===== src/inc/tsense_pkg.sv =====
// Purpose: shared constants for the temperature sensor serial slave port
// Assumes: 200 MHz core clock, serial clock and data sampled as plain inputs
// Notes: timing figures are kept in ns and turned into cycle counts here
package tsense_pkg;
   localparam int unsigned CLK_PERIOD_NS = 5;
   // glitch filter span: shortest serial clock high time is 600 ns
   localparam int unsigned FILTER_NS = 50;
   localparam int unsigned FILTER_CYC = (FILTER_NS + CLK_PERIOD_NS - 1) / CLK_PERIOD_NS;
   localparam logic [3:0] FILTER_CNT = 4'(FILTER_CYC);
   localparam logic [3:0] FIXED_ADDR_UPPER_NIBBLE = 4'h9;
   localparam logic [2:0] BIT_LAST = 3'h0;
   localparam logic [2:0] BIT_FIRST = 3'h7;
   localparam logic RW_READ = 1'b1;
endpackage


===== src/core/tsense_serial_slave.sv =====
// Purpose: two-wire slave port of a temperature sensor with open-drain alert
// Assumes: host makes the serial clock; both lines have external pull-ups
// Notes: register contents live outside; this block moves bytes to and from them
`timescale 1ns/1ps
// How it works
// [RULE1] two-wire slave: serial clock input plus one bidirectional data line
// [RULE2] host makes the serial clock; this port never drives it
// [RULE3] bits sampled on clock rise, data launched after clock fall only
// [RULE4] data line driven only low; released line reads high via pull-up
// [RULE5] upper four address bits are fixed at 1001
// [RULE6] lower three address bits come from strap pins bit2, bit1, bit0
// [RULE7] alert asserts while temperature is beyond the programmed limit
// [RULE8] alert is open drain: pulled low or released, never driven high
// [RULE9] after start compare address, ack on match, eighth bit one means read
// [RULE10] a new start abandons any transfer and begins a fresh access
// [RULE11] a stop releases the data line, even mid transfer
// [RULE12] receiver acks each byte; host nak on last read byte, line stays released
// [RULE13] clock and data synchronised and deglitched before edge detection
module tsense_serial_slave (
   input wire logic clk_in,
   input wire logic srst_in,
   input wire logic scl_in,
   input wire logic sda_in,
   output logic sda_out,
   output logic sda_oe_n_out,
   input wire logic addr_strap_bit2_in,
   input wire logic addr_strap_bit1_in,
   input wire logic addr_strap_bit0_in,
   input wire logic over_limit_in,
   output logic alert_out,
   output logic alert_oe_n_out,
   input wire logic [7:0] tx_data_in,
   output logic tx_req_out,
   output logic [7:0] rx_data_out,
   output logic rx_valid_out,
   output logic rx_first_out,
   output logic busy_out
);
   typedef enum logic [2:0] {
      ST_IDLE,
      ST_ADDR,
      ST_ADDR_ACK,
      ST_WR_DATA,
      ST_WR_ACK,
      ST_RD_DATA,
      ST_RD_ACK
   } phase_t;

   typedef struct packed {
      phase_t phase;
      logic scl_prev;
      logic sda_prev;
      logic [2:0] bit_idx;
      logic [7:0] shift;
      logic bit_seen;
      logic sda_low;
      logic first_wr;
      logic [7:0] rx_data;
      logic rx_valid;
      logic rx_first;
      logic tx_req;
      logic alert_low;
      logic [2:0] strap_m;
      logic [2:0] strap_s;
      logic over_m;
      logic over_s;
   } port_state_t;

   port_state_t st_q;
   port_state_t st_d;
   logic scl_f;
   logic sda_f;
   logic scl_rise;
   logic scl_fall;
   logic start_seen;
   logic stop_seen;
   logic [6:0] own_addr;

   line_filter u_scl_filter ( // RULE13
      .clk_in(clk_in),
      .srst_in(srst_in),
      .line_in(scl_in),
      .line_out(scl_f)
   );

   line_filter u_sda_filter ( // RULE13
      .clk_in(clk_in),
      .srst_in(srst_in),
      .line_in(sda_in),
      .line_out(sda_f)
   );

   assign scl_rise = scl_f & ~st_q.scl_prev; // RULE3
   assign scl_fall = ~scl_f & st_q.scl_prev; // RULE3
   assign start_seen = scl_f & st_q.scl_prev & st_q.sda_prev & ~sda_f;
   assign stop_seen = scl_f & st_q.scl_prev & ~st_q.sda_prev & sda_f;
   assign own_addr = {tsense_pkg::FIXED_ADDR_UPPER_NIBBLE, st_q.strap_s}; // RULE5 RULE6

   always_comb begin
      st_d = st_q;
      st_d.scl_prev = scl_f;
      st_d.sda_prev = sda_f;
      st_d.rx_valid = 1'b0;
      st_d.tx_req = 1'b0;
      // straps and the limit flag come from outside this clock; two flops each
      st_d.strap_m = {addr_strap_bit2_in, addr_strap_bit1_in, addr_strap_bit0_in}; // RULE6
      st_d.strap_s = st_q.strap_m;
      st_d.over_m = over_limit_in;
      st_d.over_s = st_q.over_m;
      st_d.alert_low = st_q.over_s; // RULE7
      if (start_seen) begin
         // repeated start restarts cleanly from the address byte
         st_d.phase = ST_ADDR; // RULE10
         st_d.bit_idx = tsense_pkg::BIT_FIRST;
         st_d.bit_seen = 1'b0;
         st_d.sda_low = 1'b0;
      end else if (stop_seen) begin
         st_d.phase = ST_IDLE; // RULE11
         st_d.sda_low = 1'b0; // RULE11
      end else begin
         case (st_q.phase)
            ST_IDLE: begin
               st_d.sda_low = 1'b0;
            end
            ST_ADDR, ST_WR_DATA: begin
               // the clock fall that closes a start carries no bit, so a fall
               // only counts once a rise has shifted something in
               if (scl_rise) begin
                  st_d.shift = {st_q.shift[6:0], sda_f}; // RULE3
                  st_d.bit_seen = 1'b1;
               end else if (scl_fall && st_q.bit_seen && st_q.bit_idx == tsense_pkg::BIT_LAST) begin
                  st_d.bit_seen = 1'b0;
                  if (st_q.phase == ST_ADDR) begin
                     st_d.phase = ST_ADDR_ACK;
                     st_d.sda_low = (st_q.shift[7:1] == own_addr); // RULE9
                     if (st_q.shift[7:1] != own_addr) begin
                        st_d.phase = ST_IDLE; // RULE9
                     end
                  end else begin
                     st_d.phase = ST_WR_ACK;
                     st_d.sda_low = 1'b1; // RULE12
                     st_d.rx_data = st_q.shift;
                     st_d.rx_valid = 1'b1;
                     st_d.rx_first = st_q.first_wr;
                     st_d.first_wr = 1'b0;
                  end
               end else if (scl_fall && st_q.bit_seen) begin
                  st_d.bit_seen = 1'b0;
                  st_d.bit_idx = st_q.bit_idx - 3'h1;
               end
            end
            ST_ADDR_ACK: begin
               if (scl_fall) begin
                  st_d.bit_idx = tsense_pkg::BIT_FIRST;
                  if (st_q.shift[0] == tsense_pkg::RW_READ) begin // RULE9
                     st_d.phase = ST_RD_DATA;
                     st_d.shift = tx_data_in;
                     st_d.tx_req = 1'b1;
                     st_d.sda_low = ~tx_data_in[7]; // RULE4
                  end else begin
                     st_d.phase = ST_WR_DATA;
                     st_d.first_wr = 1'b1;
                     st_d.sda_low = 1'b0;
                  end
               end
            end
            ST_WR_ACK: begin
               if (scl_fall) begin
                  st_d.phase = ST_WR_DATA;
                  st_d.bit_idx = tsense_pkg::BIT_FIRST;
                  st_d.sda_low = 1'b0;
               end
            end
            ST_RD_DATA: begin
               if (scl_fall) begin
                  if (st_q.bit_idx == tsense_pkg::BIT_LAST) begin
                     st_d.phase = ST_RD_ACK;
                     st_d.sda_low = 1'b0; // RULE12
                  end else begin
                     st_d.bit_idx = st_q.bit_idx - 3'h1;
                     st_d.shift = {st_q.shift[6:0], 1'b0};
                     st_d.sda_low = ~st_q.shift[6]; // RULE4
                  end
               end
            end
            ST_RD_ACK: begin
               if (scl_rise && sda_f) begin
                  st_d.phase = ST_IDLE; // RULE12
               end else if (scl_fall) begin
                  // host acked: send the same register again
                  st_d.phase = ST_RD_DATA;
                  st_d.bit_idx = tsense_pkg::BIT_FIRST;
                  st_d.shift = tx_data_in;
                  st_d.tx_req = 1'b1;
                  st_d.sda_low = ~tx_data_in[7]; // RULE4
               end
            end
            default: begin
               st_d.phase = ST_IDLE;
               st_d.sda_low = 1'b0;
            end
         endcase
      end
   end

   always_ff @(posedge clk_in) begin
      if (srst_in) begin
         st_q <= '{phase: ST_IDLE, scl_prev: 1'b1, sda_prev: 1'b1,
                   bit_idx: tsense_pkg::BIT_FIRST, shift: 8'h00, bit_seen: 1'b0,
                   sda_low: 1'b0, first_wr: 1'b0, rx_data: 8'h00,
                   rx_valid: 1'b0, rx_first: 1'b0, tx_req: 1'b0, alert_low: 1'b0,
                   strap_m: 3'h0, strap_s: 3'h0, over_m: 1'b0, over_s: 1'b0};
      end else begin
         st_q <= st_d;
      end
   end

   // the serial clock is never driven here; only data and alert have drivers
   assign sda_out = 1'b0; // RULE4 RULE1 RULE2
   assign sda_oe_n_out = ~st_q.sda_low; // RULE4
   assign alert_out = 1'b0; // RULE8
   assign alert_oe_n_out = ~st_q.alert_low; // RULE8
   assign rx_data_out = st_q.rx_data;
   assign rx_valid_out = st_q.rx_valid;
   assign rx_first_out = st_q.rx_first;
   assign tx_req_out = st_q.tx_req;
   assign busy_out = (st_q.phase != ST_IDLE);
endmodule // tsense_serial_slave


===== src/core/line_filter.sv =====
// Purpose: two-flop synchroniser plus stable-count deglitch for one bus line
// Assumes: line idles high behind a pull-up
// Notes: output changes only after the input has held a new level FILTER_CNT cycles
`timescale 1ns/1ps
module line_filter (
   input wire logic clk_in,
   input wire logic srst_in,
   input wire logic line_in,
   output logic line_out
);
   typedef struct packed {
      logic meta;
      logic sync;
      logic level;
      logic [3:0] cnt;
   } filt_state_t;

   filt_state_t st_q;
   filt_state_t st_d;

   always_comb begin
      st_d = st_q;
      st_d.meta = line_in;
      st_d.sync = st_q.meta;
      if (st_q.sync == st_q.level) begin
         st_d.cnt = 4'h0;
      end else if (st_q.cnt == tsense_pkg::FILTER_CNT - 4'h1) begin
         st_d.level = st_q.sync;
         st_d.cnt = 4'h0;
      end else begin
         st_d.cnt = st_q.cnt + 4'h1;
      end
   end

   always_ff @(posedge clk_in) begin
      if (srst_in) begin
         st_q <= '{meta: 1'b1, sync: 1'b1, level: 1'b1, cnt: 4'h0};
      end else begin
         st_q <= st_d;
      end
   end

   assign line_out = st_q.level;
endmodule // line_filter


===== config.mk =====
export PLATFORM = sky130hd
export DESIGN_NAME = tsense_serial_slave
export DESIGN_NICKNAME = d
export VERILOG_FILES = /design/src/inc/tsense_pkg.sv /design/src/core/tsense_serial_slave.sv /design/src/core/line_filter.sv
export SDC_FILE = /design/constraint.sdc
export NUM_CORES = 1
export LEC_CHECK = 0
export BUFFER_PORTS_ARGS = -buffer_cell sky130_fd_sc_hd__buf_2
export CAP_MARGIN = 20
export CORE_MARGIN = 1.5
export CORE_UTILIZATION = 61
export DETAILED_ROUTE_END_ITERATION = 10
export HOLD_SLACK_MARGIN = 0.12
export PLACE_DENSITY = 0.94
export SETUP_SLACK_MARGIN = 0.3
export SLEW_MARGIN = 10
export SYNTH_ARGS = -nofsm -noshare
export SYNTH_HDL_FRONTEND = slang
export SYNTH_SLANG_ARGS = --single-unit

===== constraint.sdc =====
create_clock -name clk_in -period 3.8 [get_ports clk_in]
set_input_delay 0.38 -clock clk_in [delete_from_list [all_inputs] [get_ports clk_in]]
set_output_delay 0.38 -clock clk_in [all_outputs]
set_load 0.005 [all_outputs]

==> results by group, run 1 <==
Synthesis
  – Top_reg_cell synth: dfxtp_1
  – Asr flop ratio synth: 0%
  – Synthesized area: 2530 µm²
  – Seq cells post-synth: 53
  – Average size of a mapped cell: around 8.9 µm²
  – Register area share after synthesis: 41.9%
  – Main area contributors after synthesis: dfxtp_1, nor2_1, mux2i_1
  – Complex-gate fraction of the synthesized area: 17.0%
  – Post-synthesis simple-gate area fraction: 22.2%
  – Adder-Cell Fraction of Synth Area: 2.97%
  – Most frequent cell after synthesis: dfxtp_1
  – Largest family of logic cells by synthesized area: simple AND/OR/NAND/NOR gates
  – Most instantiated cells after synthesis: dfxtp_1, nor2_1, nand2_1
  – Post-synth EDFFs: 0
  – Mux contribution to synthesized area: 4.95%
  – Count of cell types in the netlist: 57
  – Synthesized instance count: 283
  – Largest area contributor in the netlist: dfxtp_1
  – Post-Synth XOR/XNOR Area: 3.46%
  – Synth top area share: 41.9%
  – Synth warn: 0

Die
  – Die height: slightly below 70 µm
  – FP Rows: 23
  – Die ar.: 4540 µm²
  – Io pins: 32
  – Die Wd: 67.4 µm
  – Starting density of the core: about 63%
  – Core area: 4000 µm²

Detailed routing
  – DR WL/cell: 13.4 µm
  – Vias: 1,976
  – WL final: 4640 µm
  – DRT Pass-1 Iters: 6
  – Drt first-iter violations: 244
  – Antenna Nets Post-Route: 0
  – DRC: 0
  – Avg Vias per Cell: 5.69

Layout
  – Area Overhead vs Synth: 7.02%
  – Share of layout cells above drive strength 1: approximately a fifth
  – Fill cell count: 322
  – Number of diodes: 0
  – Cell Count, Final, Fillers Out: 347
  – Nets: 318

Power
  – Peak VDD IR: around 0.00026 V
  – PnR Total Power: 0.986 mW
  – Pleak: approximately 1.1 nW
  – Power Density: 364 nW/µm²

Timing
  – Clk_skew: about 0.006 ns
  – Fin Setup TNS: 0 ns
  – Worst-margin pin slew: 0.708 ns
  – Final Critical Period: 2.17 ns
  – RSZ-0062 raised after global routing: no
  – Final setup fails: 0
  – Final setup margin: between 1.5 and 2 ns
  – Worst rel slew slack: 52.8%
  – Period Utilization, post-route: 57.2%
  – Final hold violation count: 0
  – Max Freq: 460 MHz
  – Final Slew Violations: 0

Clock tree
  – Clock transition at path regs: 0.10 ns
  – Post-CTS sizing: 0
  – Skew-Pair Late Insertion Delay: about 0.31 ns
  – CTS buffer count: 5
  – Clock Root Buffer: clkbuf_8
  – CTS HTree Levels: 2
  – CTS Sinks: 53
  – Clock buffer depth: 2
  – Setup Fix Bufs, Post-CTS: 0
  – Hold-fix buffers, CTS: 0
  – CTS tree: done

Global routing
  – Initial antenna violation count: 0
  – Vias in the first global route: around 1.8k
  – Overall Global Routing Usage: 22.6%
  – Grt total ovfl: 0
  – First-pass GRT wire length: 7710 µm
  – Largest net degree at the start of global routing: 43

Run
  – Max-Cap Viols: 0

Critical path
  – Worst path cell trace: nand2b_2 > nor2_1 > a211oi_4 > and3_1 > mux2_4
  – Crit path DAT: between 2 and 2.5 ns
  – Critical Path Max Stage Delay: approximately 0.58 ns
  – Worst Path Class, Setup: reg2reg
  – CP endpoint kind: flop
  – Crit path max-delay cell type: dfxtp_1
  – Worst EP required: 4.01 ns
  – Worst Path Max Fanout: 14
  – CP Launch Type: flop

Outcome
  – Outcome: complete, no violations

Placed design
  – Gpl congestion: 0.879
  – # placed instances: 339
  – DP Worst Slack: 1.69 ns
  – I/O Buffers: 29
  – Post-DP HPWL: between 3000 and 4000 µm

Worst hold path
  – Worst hold-check path type: in2reg
==> per-stage QoR <==
step | area, µm² | utilization, % | hold slack (ns)
floorplan | 2530 | - | 0.389
global placement | 2590 | 64.8 | 0.392
detailed placement | 2590 | 64.8 | 0.397
CTS | 2710 | 67.7 | 0.238
global route | 2710 | 67.7 | 0.229
finish | 2710 | 67.7 | 0.244
==> worst paths after layout <==
kind                         from                   end  slack, ns  cells after the start
max                      st_q[37]              st_q[24]       1.63                      5
min                        scl_in  u_scl_filter.st_d[5]       0.24                      2
max reg2reg              st_q[37]              st_q[24]       1.63                      5
min reg2reg  u_scl_filter.st_d[5]  u_scl_filter.st_q[5]       0.42                      1
==> registers in the layout, indices dropped and copies added, names as in the netlist <==
| name | flops |
|---|---|
| u_scl_filter.st_q | 5 |
| rx_valid_out | 1 |
| tx_req_out | 1 |
| u_sda_filter.st_d | 1 |
| rx_data_out | 8 |
| u_sda_filter.line_out | 1 |
| st_q | 20 |
| u_sda_filter.st_q | 5 |
| u_scl_filter.st_d | 1 |
| u_scl_filter.line_out | 1 |
| own_addr | 3 |
| rx_first_out | 1 |
| st_d | 5 |
==> worst max-delay path, delay by kind of cell (launching register included) <==
family / cells / cell delay (ns)
and+or+nand+nor: 3 / 0.75
muxes: 1 / 0.33
AOI/OAI and AO/OA: 1 / 0.41
DFF: 1 / 0.58
==> cells by family after synthesis <==
kind of cell / Yosys count
multiplexers: 12
XOR/XNOR: 10
adder cells (fa/ha/maj): 6
AO/OA/AOI/OAI: 58
flip-flops: 53
other: 1
AND/OR/NAND/NOR: 109
buffers and inverters: 34
==> layout make-up <==
type                    count  area [µm²]  share of cell area [%]
clock inverters             3        47.5                    1.76
multi-input cells         197        1280                    47.5
flip-flops and latches     53        1060                    39.2
inverters                  10        37.5                    1.39
well taps                  50        62.6                    2.31
clock buffers               5        68.8                    2.54
repair buffers             29         145                    5.36
==> cells in the final DEF, fill, tap and decap left out, types with 2 or more instances in the layout <==
cell type  Yosys  final
or2_2          6      6
inv_1          9      9
buf_2          6     29
a21oi_1       11     11
o21ai_1        2      2
o21ai_0        5      5
clkbuf_8       0      5
nor3_1         2      2
nand2_1       26     26
or3_1          3      3
a31oi_1        7      7
conb_1         1      2
xnor2_1        7      7
nand2b_1       2      2
nor2b_1       16     16
nor2_1        33     33
ha_1           6      6
a21boi_0       2      2
a211o_1        2      2
a311oi_1       7      7
o211ai_1       4      4
mux2i_1       11     11
a211oi_1       2      2
nand3_1        6      6
dfxtp_1       53     53
and3_1         3      3
a21o_1         3      3
xor2_1         3      3
inv_6          0      2
==> report_power, final <==
group / switching [mW] / total [mW] / leakage, nW / internal, mW
sequential: 0.00364 / 0.567 / 0.430 / 0.563
clock: 0.192 / 0.393 / 0.0591 / 0.201
combinational: 0.0141 / 0.0266 / 0.635 / 0.0125
total: 0.210 / 0.986 / 1.12 / 0.776
==> layer usage <==
metal | track usage (%) | vias to the layer above | part of all wire, %
li1 | - | 990 | -
met1 | 27.4 | 908 | 44
met2 | 37.0 | 70 | 48
met3 | 6.33 | 8 | 6.4
met4 | 11.0 | 0 | 2.0
met5 | 0 | - | 0
Power figures use the tool's default switching activity.
==> inputs of run 2 (changes only) <==
- CORE_UTILIZATION: 61 -> 57
- PLACE_DENSITY: 0.94 -> 0.9
- clock period: 3.8 -> 2 ns (I/O delays scaled with it)
==> run 2 against run 1 <==
Effect of this change:
- core utilization rose by 5.0 points
- first-iteration DRC count fell by 33%
- worst hold slack got worse by 0.10 ns
- via count rose by 12%
- critical path depth rose by 2
- sequential power rose by 90%
- global-route usage rose by 1.3 points
- clock power rose by 95%
- clock skew rose by 0.0051 ns
- largest power group unchanged
==> results by group, run 2 (synthesis results as in run 1) <==
Global routing
  – Overall Global Routing Usage: 24.0%
  – First-pass GRT wire length: 9360 µm
  – Largest net degree at the start of global routing: 43
  – Grt total ovfl: 0
  – Vias in the first global route: 2,120
  – Initial antenna violation count: 0

Layout
  – Cell Count, Final, Fillers Out: around 380
  – Nets: 350
  – Share of layout cells above drive strength 1: 31.0%
  – Max FFs per register: 20
  – Biggest register: st_q
  – Fin util: 72.7%
  – Fill cell count: 298
  – Area Overhead vs Synth: 24.2%
  – Number of diodes: 0
  – Most frequent cells in the layout: dfxtp_1, nor2_1, buf_2
  – Multi-input gate area: 1420 µm²
  – Commonest non-fill, non-tap cell in the layout: dfxtp_1
  – Register area: 1070 µm²

Detailed routing
  – DRT Pass-1 Iters: 4
  – DRC: 0
  – WL final: 6040 µm
  – Top layer in use: met4
  – DR WL/cell: 15.8 µm
  – Avg Vias per Cell: ~5.8
  – Met3 WL: around 350 µm
  – Vias: 2,207
  – Drt first-iter violations: 163
  – Antenna Nets Post-Route: 0
  – DR WL met2: 3090 µm
  – M1 WL: 2420 µm

Timing
  – Worst rel slew slack: roughly 52%
  – Worst-margin pin slew: 0.724 ns
  – Final setup fails: 0
  – Clk_skew: between 0.01 and 0.015 ns
  – Final Slew Violations: 0
  – Max Freq: around 550 MHz
  – RSZ-0062 raised after global routing: yes
  – Period Utilization, post-route: 90.2%
  – Fin Setup TNS: 0 ns
  – Final Critical Period: around 1.8 ns
  – Final hold violation count: 0

Power
  – Peak VDD IR: 0.000502 V
  – Power Density: 606 nW/µm²
  – Pleak: about 1.3 nW
  – PnR Total Power: roughly 1.9 mW

Critical path
  – Critical Path Max Stage Delay: 0.58 ns
  – CP delay by family, top: simple AND/OR/NAND/NOR gates
  – Reg2reg path depth: 7
  – Worst path cell trace: inv_2 > ha_4 > nor2b_4 > nand3_4 > or4_4 > mux2i_1 > nor2_1
  – CP endpoint kind: flop
  – Worst Path Max Fanout: 6
  – Crit path DAT: 1.99 ns
  – Worst EP required: 2.19 ns
  – Worst path depth: 7
  – Worst Path Class, Setup: reg2reg
  – CP Launch Type: flop
  – Critical path buffers and inverters: 1
  – Crit path max-delay cell type: or4_4

Run
  – Max-Cap Viols: 0

Placed design
  – Gpl congestion: 0.935
  – # placed instances: between 300 and 400
  – Post-DP HPWL: approximately 3600 µm
  – I/O Buffers: 29

Clock tree
  – Clock Root Buffer: clkbuf_8
  – CTS HTree Levels: 2
  – Clock buffer depth: 2
  – CTS tree: done
  – Skew-Pair Late Insertion Delay: 0.32 ns
  – CTS Sinks: 53
  – Clock transition at path regs: 0.11 ns
  – CTS buffer count: 5

Worst hold path
  – Hold Path Depth: 3
  – Worst hold-check path type: in2reg

Outcome
  – Outcome: complete, no violations

Die
  – Die height: 69.6 µm
  – Die Wd: 69.6 µm
  – FP Rows: 24
  – Starting density of the core: 58.5%
  – Die ar.: just under 5000 µm²
  – Core area: 4320 µm²
  – Io pins: 32
==> run 2: timing repair <==
item | CTS | global route
resized for setup | 16 | 18
gates cloned | 1 | 0
buffers inserted | 8 | 3
hold buffers | 6 | 0
hold endpoints to repair | 6 | 0
setup endpoints to repair | 22 | 22
pin swaps | 6 | 16
==> run 2: per-stage QoR <==
stage	setup slack, ns	cell area (µm²)	hold slack [ns]
CTS	0.211	3020	0.141
finish	0.197	3140	0.141
global route	0.103	3140	0.146
detailed placement	0.102	2700	0.386
floorplan	0.201	2540	0.304
global placement	0.162	2700	0.383
==> run 2: path summary, 6_finish.rpt <==
check	to	start	slack, ns
setup / recovery	rx_data_out[0]	st_q[31]	0.20
setup reg to reg	rx_data_out[0]	st_q[31]	0.20
hold reg to reg	u_scl_filter.st_q[5]	u_scl_filter.st_d[5]	0.44
hold / removal	st_q[27]	tx_data_in[4]	0.14
==> run 2: layout make-up <==
cell class	instances	area share [%]
clock inverter	3	1.59
inverter	10	1.19
tap	52	2.07
multi-input combinational	198	45.2
sequential	53	34.0
timing repair buffer	60	13.8
clock buffer	5	2.19
==> run 2: worst register-to-register path, cell delays in order (launching register included) <==
cell and delay (ns):
dfxtp_2 0.34, inv_2 0.07, ha_4 0.12, nor2b_4 0.21, nand3_4 0.12, or4_4 0.58
mux2i_1 0.19, nor2_1 0.05
==> run 2: where the power goes <==
part           internal (mW)  switching (mW)
Clock                  0.384           0.381
Combinational         0.0313          0.0301
Sequential              1.07         0.00956
Total                   1.48           0.420
==> run 2: routing by layer <==
layer	vias to the layer above	GRT usage, %
li1	1058	-
met3	22	6.10
met1	1037	27.1
met2	90	41.9
met4	0	11.5
met5	-	0
